**config.mk**
```make
export PLATFORM = sky130hd
export DESIGN_NAME = pmcr_regs
export DESIGN_NICKNAME = d
export VERILOG_FILES = /design/src/rtl/pmcr_pkg.sv /design/src/rtl/pmcr_wake_detect.sv /design/src/rtl/pmcr_regs.sv
export SDC_FILE = /design/constraint.sdc
export NUM_CORES = 1
export LEC_CHECK = 0
export ABC_AREA = 1
export BUFFER_PORTS_ARGS = -buffer_cell sky130_fd_sc_hd__buf_2
export CORE_MARGIN = 2
export CORE_UTILIZATION = 25
export DETAILED_ROUTE_END_ITERATION = 7
export HOLD_SLACK_MARGIN = 0.02
export MAX_ROUTING_LAYER = met4
export SYNTH_ARGS = -nofsm -noshare
export SYNTH_HDL_FRONTEND = slang
export SYNTH_SLANG_ARGS = --single-unit
```
**constraint.sdc**
```tcl
create_clock -name clk -period 2.1 [get_ports clk]
set_input_delay 0.315 -clock clk [delete_from_list [all_inputs] [get_ports clk]]
set_output_delay 0.315 -clock clk [all_outputs]
set_load 0.1 [all_outputs]
```
**src/rtl/pmcr_pkg.sv**
```systemverilog
/*
 * Constants shared by the power and memory configuration register block:
 * register addresses, bit positions, reset values and address limits.
 * Assumes an 8-bit internal register space with 8-bit data.
 */
package pmcr_pkg;

    // Register addresses in the internal register space.
    localparam logic [7:0] PMCR_ADDR_POWER_CONTROL = 8'h87;
    localparam logic [7:0] PMCR_ADDR_MEMORY_CONFIG = 8'haf;
    localparam logic [7:0] PMCR_ADDR_STACK_HIGH    = 8'hb7;

    // Reset values.
    localparam logic [7:0] PMCR_RESET_BYTE   = 8'h00;
    localparam logic [2:0] PMCR_RESET_STACK_HIGH = 3'h0;
    localparam logic [7:0] PMCR_RESET_SP     = 8'h07;

    // Power control bit positions.
    localparam int PMCR_PC_BAUD_DOUBLE   = 7;
    localparam int PMCR_PC_SERIAL_WAKE   = 6;
    localparam int PMCR_PC_INT0_WAKE     = 5;
    localparam int PMCR_PC_STROBE_OFF    = 4;
    localparam int PMCR_PC_USER_FLAG_ONE = 3;
    localparam int PMCR_PC_USER_FLAG_ZERO = 2;
    localparam int PMCR_PC_POWER_DOWN    = 1;

    // Writable bit masks; other bits ignore writes and read as zero.
    localparam logic [7:0] PMCR_PC_WRITE_MASK = 8'hfe;
    localparam logic [7:0] PMCR_MC_WRITE_MASK = 8'h81;

    // Memory configuration bit positions.
    localparam int PMCR_MC_EXT_STACK = 7;
    localparam int PMCR_MC_EXTENDED_RAM_MAP  = 0;

    // Stack pointer and extended data address geometry.
    localparam int PMCR_STACK_HIGH_WIDTH = 3;
    localparam int PMCR_SP_WIDTH  = 11;
    localparam logic [23:0] PMCR_EXTENDED_RAM_TOP = 24'h0007ff;

    // Stack pointer step commands from the core.
    typedef enum logic [1:0] {
        PMCR_SP_HOLD = 2'b00,
        PMCR_SP_INC  = 2'b01,
        PMCR_SP_DEC  = 2'b10
    } pmcr_sp_op_t;

endpackage

```
**src/rtl/pmcr_wake_detect.sv**
```systemverilog
/*
 * Wake detector for power-down: synchronises the external interrupt 0 pin
 * and raises a wake request from the pin or from a serial interrupt.
 * Assumes the serial interrupt comes from logic on the same clock.
 */
`timescale 1ns/1ps

module pmcr_wake_detect (
    input  wire logic clk,
    input  wire logic rst_n,
    input  wire logic ext_int0_n,
    input  wire logic ext_int0_trigger_type,
    input  wire logic serial_irq,
    input  wire logic serial_wake_enable,
    input  wire logic ext_int0_wake_enable,
    output logic      wake
);
    logic sync1_reg;
    logic sync2_reg;
    logic prev_reg;
    logic int0_low;
    logic int0_fall;
    logic int0_hit;

    // Two-stage synchroniser and a delayed copy for edge detection.
    always_ff @(posedge clk or negedge rst_n) begin
        if (!rst_n) begin
            sync1_reg <= 1'b1;
            sync2_reg <= 1'b1;
            prev_reg  <= 1'b1;
        end else begin
            sync1_reg <= ext_int0_n;
            sync2_reg <= sync1_reg;
            prev_reg  <= sync2_reg;
        end
    end

    // Level or falling edge depending on the trigger type.
    assign int0_low  = !sync2_reg;
    assign int0_fall = prev_reg && !sync2_reg;
    assign int0_hit  = ext_int0_trigger_type ? int0_fall : int0_low; // [RULE3]
    assign wake      = (ext_int0_wake_enable && int0_hit)             // [RULE3]
                     || (serial_wake_enable && serial_irq);           // [RULE2]

endmodule // pmcr_wake_detect

```
**src/rtl/pmcr_regs.sv**
```systemverilog
/*
 * Power control and memory configuration registers, the extended stack
 * pointer and the extended data address steering.
 * Assumes a core on the same clock issuing one-cycle register strobes.
 */
`timescale 1ns/1ps

// What this block does
// [RULE1] Power control bit 7 drives the UART baud doubling output.
// [RULE2] With bit 6 set, an SPI or I2C serial interrupt ends power-down.
// [RULE3] With bit 5 set, external interrupt 0 ends power-down, by low level or falling edge.
// [RULE4] Bit 4 set turns off the address latch strobe output.
// [RULE5] Bits 3 and 2 are user flags that only store what is written.
// [RULE6] Writing 1 to bit 1 puts the device into power-down.
// [RULE7] Power control bit 0 and memory configuration bits 6 to 1 ignore writes.
// [RULE8] Power control sits at 87H, resets to 00H and has no bit access.
// [RULE9] With the extended stack on, the 11-bit pointer steps from 00FFH to 0100H.
// [RULE10] With it off, the high byte is disabled and the pointer wraps FFH to 00H.
// [RULE11] With bit 0 set, internal extended RAM answers the lowest 2 kbytes.
// [RULE12] With bit 0 clear, extended accesses go to the external space of up to 16 MB.
// [RULE13] The memory configuration register resets to 00H.
// [RULE14] With the extended stack off, the high byte ignores writes and reads as zero.
// [RULE15] Addresses above 0007FFH always go off-chip.
// [RULE16] An enabled wake source clears the power-down request and resumes operation.
module pmcr_regs
    import pmcr_pkg::*;
(
    input  wire logic                clk,
    input  wire logic                rst_n,
    input  wire logic [7:0]          reg_addr,
    input  wire logic [7:0]          reg_wdata,
    input  wire logic                reg_wr,
    input  wire logic                reg_rd,
    output logic      [7:0]          reg_rdata,
    output logic                     reg_hit,
    input  wire pmcr_pkg::pmcr_sp_op_t sp_op,
    output logic      [10:0]         stack_pointer,
    input  wire logic [23:0]         data_pointer,
    output logic                     extended_ram_internal_sel,
    output logic                     extended_ram_external_sel,
    input  wire logic                ext_int0_n,
    input  wire logic                ext_int0_trigger_type,
    input  wire logic                serial_irq,
    output logic                     baud_double,
    output logic                     latch_strobe_enable,
    output logic                     power_down,
    output logic                     wake_event
);
    import pmcr_pkg::*;

    logic [7:0]  power_control_reg;
    logic [7:0]  power_control_next;
    logic [7:0]  memory_config_reg;
    logic [7:0]  memory_config_next;
    logic [10:0] sp_reg;
    logic [10:0] sp_next;
    logic [7:0]  rdata_reg;
    logic        wake;
    logic        sel_pc;
    logic        sel_mc;
    logic        sel_stack_high;
    logic        ext_stack;
    logic [10:0] sp_step;
    logic [7:0]  rdata_next;

    // Merge a written byte under a mask, keeping unmasked bits.
    function automatic logic [7:0] merge(input logic [7:0] old_v, input logic [7:0] new_v,
                                         input logic [7:0] mask);
        merge = (old_v & ~mask) | (new_v & mask);
    endfunction

    // Address decode, whole-byte access only.
    assign sel_pc    = (reg_addr == PMCR_ADDR_POWER_CONTROL); // [RULE8]
    assign sel_mc    = (reg_addr == PMCR_ADDR_MEMORY_CONFIG);
    assign sel_stack_high = (reg_addr == PMCR_ADDR_STACK_HIGH);
    assign ext_stack      = memory_config_reg[PMCR_MC_EXT_STACK];
    assign reg_hit        = sel_pc || sel_mc || (sel_stack_high && ext_stack); // [RULE14]

    pmcr_wake_detect u_wake (
        .clk                   (clk),
        .rst_n                 (rst_n),
        .ext_int0_n            (ext_int0_n),
        .ext_int0_trigger_type (ext_int0_trigger_type),
        .serial_irq            (serial_irq),
        .serial_wake_enable    (power_control_reg[PMCR_PC_SERIAL_WAKE]),
        .ext_int0_wake_enable  (power_control_reg[PMCR_PC_INT0_WAKE]),
        .wake                  (wake)
    );

    // Power control next value; a wake while asleep clears the request.
    always_comb begin
        power_control_next = power_control_reg;
        if (reg_wr && sel_pc) begin
            power_control_next = merge(power_control_reg, reg_wdata,
                                       PMCR_PC_WRITE_MASK); // [RULE5] [RULE7]
        end
        if (power_control_reg[PMCR_PC_POWER_DOWN] && wake) begin
            power_control_next[PMCR_PC_POWER_DOWN] = 1'b0; // [RULE16]
        end
    end

    // Memory configuration next value, only bits 7 and 0 are stored.
    assign memory_config_next = (reg_wr && sel_mc)
        ? merge(memory_config_reg, reg_wdata, PMCR_MC_WRITE_MASK) // [RULE7]
        : memory_config_reg;

    // Stack step: 11 bits with the extended stack, else the low byte wraps.
    assign sp_step = (sp_op == PMCR_SP_INC) ? sp_reg + 11'h001
                   : (sp_op == PMCR_SP_DEC) ? sp_reg - 11'h001 : sp_reg;

    always_comb begin
        sp_next = sp_reg;
        if (ext_stack) begin
            sp_next = sp_step; // [RULE9]
        end else begin
            sp_next = {sp_reg[10:8], sp_step[7:0]}; // [RULE10]
        end
        if (reg_wr && sel_stack_high && ext_stack) begin
            sp_next[10:8] = reg_wdata[PMCR_STACK_HIGH_WIDTH-1:0]; // [RULE14]
        end
    end

    // Read data: unmapped and disabled high byte read as zero.
    always_comb begin
        rdata_next = PMCR_RESET_BYTE;
        if (sel_pc) begin
            rdata_next = power_control_reg;
        end else if (sel_mc) begin
            rdata_next = memory_config_reg;
        end else if (sel_stack_high && ext_stack) begin
            rdata_next = {5'h00, sp_reg[10:8]}; // [RULE14]
        end
    end

    // Register state.
    always_ff @(posedge clk or negedge rst_n) begin
        if (!rst_n) begin
            power_control_reg <= PMCR_RESET_BYTE; // [RULE8]
            memory_config_reg <= PMCR_RESET_BYTE; // [RULE13]
            sp_reg            <= {PMCR_RESET_STACK_HIGH, PMCR_RESET_SP};
            rdata_reg         <= PMCR_RESET_BYTE;
        end else begin
            power_control_reg <= power_control_next;
            memory_config_reg <= memory_config_next;
            sp_reg            <= sp_next;
            rdata_reg         <= reg_rd ? rdata_next : rdata_reg;
        end
    end

    // Outputs derived from register bits and the wake request.
    assign reg_rdata           = rdata_reg;
    assign baud_double         = power_control_reg[PMCR_PC_BAUD_DOUBLE];  // [RULE1]
    assign latch_strobe_enable = !power_control_reg[PMCR_PC_STROBE_OFF];  // [RULE4]
    assign power_down          = power_control_reg[PMCR_PC_POWER_DOWN];   // [RULE6]
    assign wake_event          = power_down && wake;                      // [RULE16]
    assign stack_pointer       = ext_stack ? sp_reg : {3'h0, sp_reg[7:0]}; // [RULE10]

    // Internal RAM only when mapped and within the lowest 2 kbytes.
    assign extended_ram_internal_sel = memory_config_reg[PMCR_MC_EXTENDED_RAM_MAP]
                             && (data_pointer <= PMCR_EXTENDED_RAM_TOP);  // [RULE11] [RULE15]
    assign extended_ram_external_sel = !extended_ram_internal_sel;                // [RULE12]

endmodule // pmcr_regs

```
# Word level (Yosys, flattened, before mapping)
# Cells that the tools add are included.
op_classes:
  muxes: 11
  n_eq_ne: 5
  magnitude_cmp: 1
  addsub: 2
  bitwise: 2
  reduce_logical: 20
op_table:
  columns: ["cell", "count"]
  rows:
  - ["11-bit two-way mux", 4]
  - ["8-bit == test (second input constant)", 3]
  - ["24-bit by 11-bit less-or-equal comparator with 1-bit output (second input constant)", 1]
  - ["8-bit two-way mux", 2]
  - ["11-bit by 1-bit adder with 11-bit output (second input constant)", 1]
  - ["11-bit by 1-bit subtractor with 11-bit output (second input constant)", 1]
  - ["1-bit logical AND", 10]
  - ["1-bit by 8-bit bitwise OR with 8-bit output", 1]
  - ["7-bit by 8-bit bitwise OR with 8-bit output", 1]
  - ["3-bit two-way mux", 2]
  - ["2-bit nonzero test", 2]
  - ["1-bit logical NOT", 3]
  - ["1-bit logical OR", 3]
  - ["3-bit nonzero test", 1]
  - ["2-bit by 1-bit == test with 1-bit output (second input constant)", 1]
  - ["2-bit == test (second input constant)", 1]
  - ["1-bit two-way mux", 2]
  - ["2-bit two-way mux", 1]
  - ["2-bit AND reduction", 1]
word_totals:
  reg_bits: 38
  wordCells: 50

# Longest topological paths before layout
depth:
  ltp_word: 7
  ltp_mapped: 14
  mapped_depth_nobuf: 14

# Cells and area by module
# Synthesis repeated with hierarchy kept, for this count alone.
unflattened:
  hier_cells: 286
  hier_area_um2: 2038.2
by_module_without_submodules:
  columns: ["mod", "cells_per_inst", "area_each_um2", "seq_area_each_um2", "n_inst"]
  rows:
  - ["pmcr_regs", 276, 1930.6, 704.4, 1]
  - ["pmcr_wake_detect", 10, 107.6, 78.8, 1]

# Least setup slack after synthesis
# Ideal clock, no wire load.
synth_timing:
  kind: "input to output"
  startpoint: "input port data_pointer[19]"
  endpoint: "output port extended_ram_external_sel"
  required_time_ps: 1785
  path_buffers: 0
  t_arrival_ps: 2064
  stages: 3
  path_slack_ps: -279
  path_cell_list: "nor4_1 > and3_1 > inv_1"
synth_via:
  elab_chain_len: 3
synth_lines:
  columns: ["element", "line", "rtl"]
  rows:
  - ["start: declaration", "pmcr_regs.sv:38", "input wire logic [23:0] data_pointer,"]
  - ["24-bit by 11-bit less-or-equal comparator with 1-bit output", "pmcr_regs.sv:160", "&& (data_pointer <= PMCR_EXTENDED_RAM_TOP);"]
  - ["1-bit logical AND", "pmcr_regs.sv:160", null]
  - ["net extended_ram_internal_sel", "pmcr_regs.sv:39", "output logic extended_ram_internal_sel,"]
  - ["1-bit logical NOT", "pmcr_regs.sv:161", "assign extended_ram_external_sel = !extended_ram_internal_sel;"]
  - ["end: declaration", "pmcr_regs.sv:40", "output logic extended_ram_external_sel,"]
# The timed path passes the listed nets, and every way through them passes these cells.

# Worst setup path in the final report
layout_timing:
  startpoint: "register sp_reg[0]"
  endpoint: "register sp_reg[6]"
layout_via:
  elab_chain_len: 4
  elab_cells_between_ends: 5
  classes_between: "add/sub (2); mux (3)"
layout_lines:
  columns: ["element", "line", "rtl"]
  rows:
  - ["start: declaration", "pmcr_regs.sv:55", "logic [10:0] sp_reg;"]
  - ["start signal: assignment", "pmcr_regs.sv:140", "sp_reg <= {PMCR_RESET_STACK_HIGH, PMCR_RESET_SP};"]
  - ["start signal: assignment", "pmcr_regs.sv:145", "sp_reg <= sp_next;"]
  - ["11-bit by 1-bit subtractor with 11-bit output", "pmcr_regs.sv:109", ": (sp_op == PMCR_SP_DEC) ? sp_reg - 11'h001 : sp_reg;"]
  - ["11-bit two-way mux", "pmcr_regs.sv:109", null]
  - ["11-bit two-way mux (*)", "pmcr_regs.sv:108", "assign sp_step = (sp_op == PMCR_SP_INC) ? sp_reg + 11'h001"]
  - ["11-bit two-way mux (*)", "pmcr_regs.sv:113", "if (ext_stack) begin"]
# Mark *: on every way between the ends. The rest lies on a longest branch, timed or not. The select of a mux whose other input is x is not followed.
# A chain may end at the register's enable or synchronous reset.

==> key figures <==
Status
  – Status: completed

Yosys
  – Mapped Cells: 282
  – Largest family of logic cells by synthesized area: simple AND/OR/NAND/NOR gates
  – Distinct cells, synth: 30
  – Sequential area share after synthesis: 0.382
  – Multiplexer area fraction after synthesis: 0
  – Compound-Gate Fraction of Synth Area: 0.0738
  – Adder-cell share of the synthesized area: 0.0769
  – Synth Warn #: 0
  – Post-Syn Area: 2050 µm²
  – Seq cells post-synth: 31
  – Synth Net Count: 343
  – XOR/XNOR Fraction of Synth Area: 0.0128
  – Synth Area in Simple Gates: 0.350
  – Avg Inst Size Synth: 7.27 µm²

Clocking
  – Total clock buffers created by CTS: 5
  – Post-CTS Setup Repair Bufs: 0
  – TritonCTS clock tree: yes
  – CTS resizes: 0
  – CTS clk-pin slew, worst paths: 0.07 ns
  – Worst skew pair latency: 0.29 ns
  – Total clock sinks: 31
  – Root Buffer: clkbuf_8
  – CTS max path bufs: 2
  – Hold_buf cts: 0
  – H-tree level count: 2

Detailed routing
  – Drt wl/cell: 10.9 µm
  – Via density: 4.32
  – Drt drc: 0
  – Post-Route WL: 4.93 mm
  – Initial drt markers: between 60 and 70
  – Detail Route Antenna Nets: 0
  – Via Count: a little under 2,000
  – DRT Pass-1 Iters: 4

Final layout
  – Final nets: 408
  – Antenna diode count: 0
  – Largest register FFs: 11
  – Most common cell after layout, fill and taps aside: nand2_1
  – Synth-to-layout area growth: 26.8%
  – Ratio of cells with drive above 1 in the final layout: 0.267
  – Most frequent cells in the layout: 93 x nand2_1, 61 x buf_2, 36 x inv_1

Global routing
  – Pin count of the biggest net entering global routing: 32
  – Vias in the first global route: 1,833
  – GRT Total Usage: 0.119
  – Total gr overflow: 0
  – Initial antenna violation count: 0
  – First-pass GRT wire length: 8.16 mm

Placement
  – Hpwl dp: about 3.9 mm
  – PortBufs: 63
  – Dpl ws: -0.0378 ns
  – RD Place Congestion: just under 0.9

Hold path
  – Hold/Removal Path Class: input pin to asynchronous set/reset pin

Timing
  – Final period util: 0.901
  – Max Clk Rate: 0.529 GHz
  – Worst Max-Slew Pin Slew: 0.719 ns
  – Slew HR: 0.520
  – Clock Skew: roughly 0.0046 ns
  – Fin. Hold Viols: 0
  – Final worst setup slack: 0.208 ns
  – Tmin final: 1.89 ns
  – Max-slew violation count: 0
  – Unrepaired setup endpoints after global routing: false
  – Final TNS setup: 0 ns
  – Finish-stage setup viols: 0

Floorplanning
  – Die H: 94.6 µm
  – CORE AREA: roughly 8100 µm²
  – Row count: 33
  – Starting Density: 0.253
  – Die area: between 8000 and 9000 µm²
  – Die Wd: 94.6 µm
  – I/O pin total: 75

Power and ir drop
  – Pwr dens: around 1400 nW/µm²
  – Power Total: ~3600 µW
  – Maximum VDD drop: 0.544 mV
  – Leakage: 0.00145 µW

Critical path
  – Crit. End Element: flop
  – CP Launch Type: flop
  – CP Data Required Time: ~2.3 ns
  – Arr. time, crit path: roughly 2.1 ns
  – CP max FO: 3
  – Critical setup path kind: flop to flop

Run
  – Max Cap Violations: 0
==> routing by layer <==
layer,track usage,wire length [µm],up-vias
li1,-,-,1020
met1,0.151,2320,889
met2,0.186,2270,45
met3,0.0255,255,5
met4,0.0435,82,0
met5,-,0,-
==> critical path, cell delays in order (launching register included) <==
cell	delay, ns
dfstp_2	0.53
inv_1	0.05
fa_1	0.41
inv_1	0.08
nand3_1	0.06
nand3_1	0.12
inv_1	0.07
o21ai_0	0.23
nand2_1	0.08
nand2_1	0.06
o21ai_0	0.08
==> report_power, final <==
part           leakage [µW]  total [µW]  switching (µW)  internal (µW)
combinational       0.00101        2150            1580            572
clock             0.0000612         622             238            384
sequential         0.000371         858             111            747
==> cells in the mapped netlist <==
cell	count	area, µm²
nand2_2	3	18.8
inv_1	36	135
fa_1	1	20.0
dfrtp_1	25	626
dfstp_2	6	158
clkbuf_1	2	7.51
o21ai_0	20	100
nand2_4	1	11.3
a31oi_1	2	12.5
nor3_1	1	5.00
nor2_2	1	6.26
nor2_1	26	97.6
nand4_1	3	18.8
o31ai_1	1	7.51
nand3_1	21	105
buf_6	1	11.3
nor3b_1	1	7.51
nor3b_4	1	18.8
buf_4	8	60.1
o22ai_1	1	6.26
ha_1	11	138
nand2_1	93	349
xnor2_1	3	26.3
nand3b_1	3	22.5
nand3_4	1	17.5
nor4_1	2	12.5
nor2_4	1	11.3
a21oi_1	5	25.0
and3_1	1	6.26
nor3_2	1	10.0
==> layout make-up <==
| type | instances | area [µm²] |
|---|---|---|
| clock buffer | 6 | 82.6 |
| fill | 912 | 5490 |
| inverter | 36 | 135 |
| tap | 105 | 131 |
| multi-input combinational | 204 | 1050 |
| sequential | 31 | 783 |
| clock inverter | 2 | 35.0 |
| timing repair buffer | 69 | 378 |
==> kinds of logic (layout without fill, tap and decap cells) <==
logic type                 Yosys count  count (layout)
adders and majority gates           12              12
DFF                                 31              31
and+or+nand+nor                    160             160
AOI/OAI and AO/OA                   29              29
xor gates and xnor gates             3               3
buffers and inverters               47             113
==> through the flow <==
stage,hold WS [ns],utilization,std cells,area (µm²)
floorplan,0.0194,-,282,2050
global placement,0.347,0.306,445,2480
detailed placement,0.350,0.306,445,2480
CTS,0.103,0.321,453,2600
global route,0.110,0.321,453,2600
finish,0.0734,0.321,453,2600
==> worst paths after layout <==
kind,endpoint,cells after the start,from,slack [ns]
min in group clk,u_wake.sync1_reg,1,ext_int0_n,0.12
max in group asynchronous,power_control_reg[2],1,rst_n,1.56
worst min-delay path,sp_reg[6],1,rst_n,0.07
worst max register to register,sp_reg[6],10,sp_reg[0],0.21
worst min register to register,u_wake.sync2_reg,0,u_wake.sync1_reg,0.36
worst max-delay path,sp_reg[6],10,sp_reg[0],0.21
Note: power is estimated with default switching activity, not from simulation.
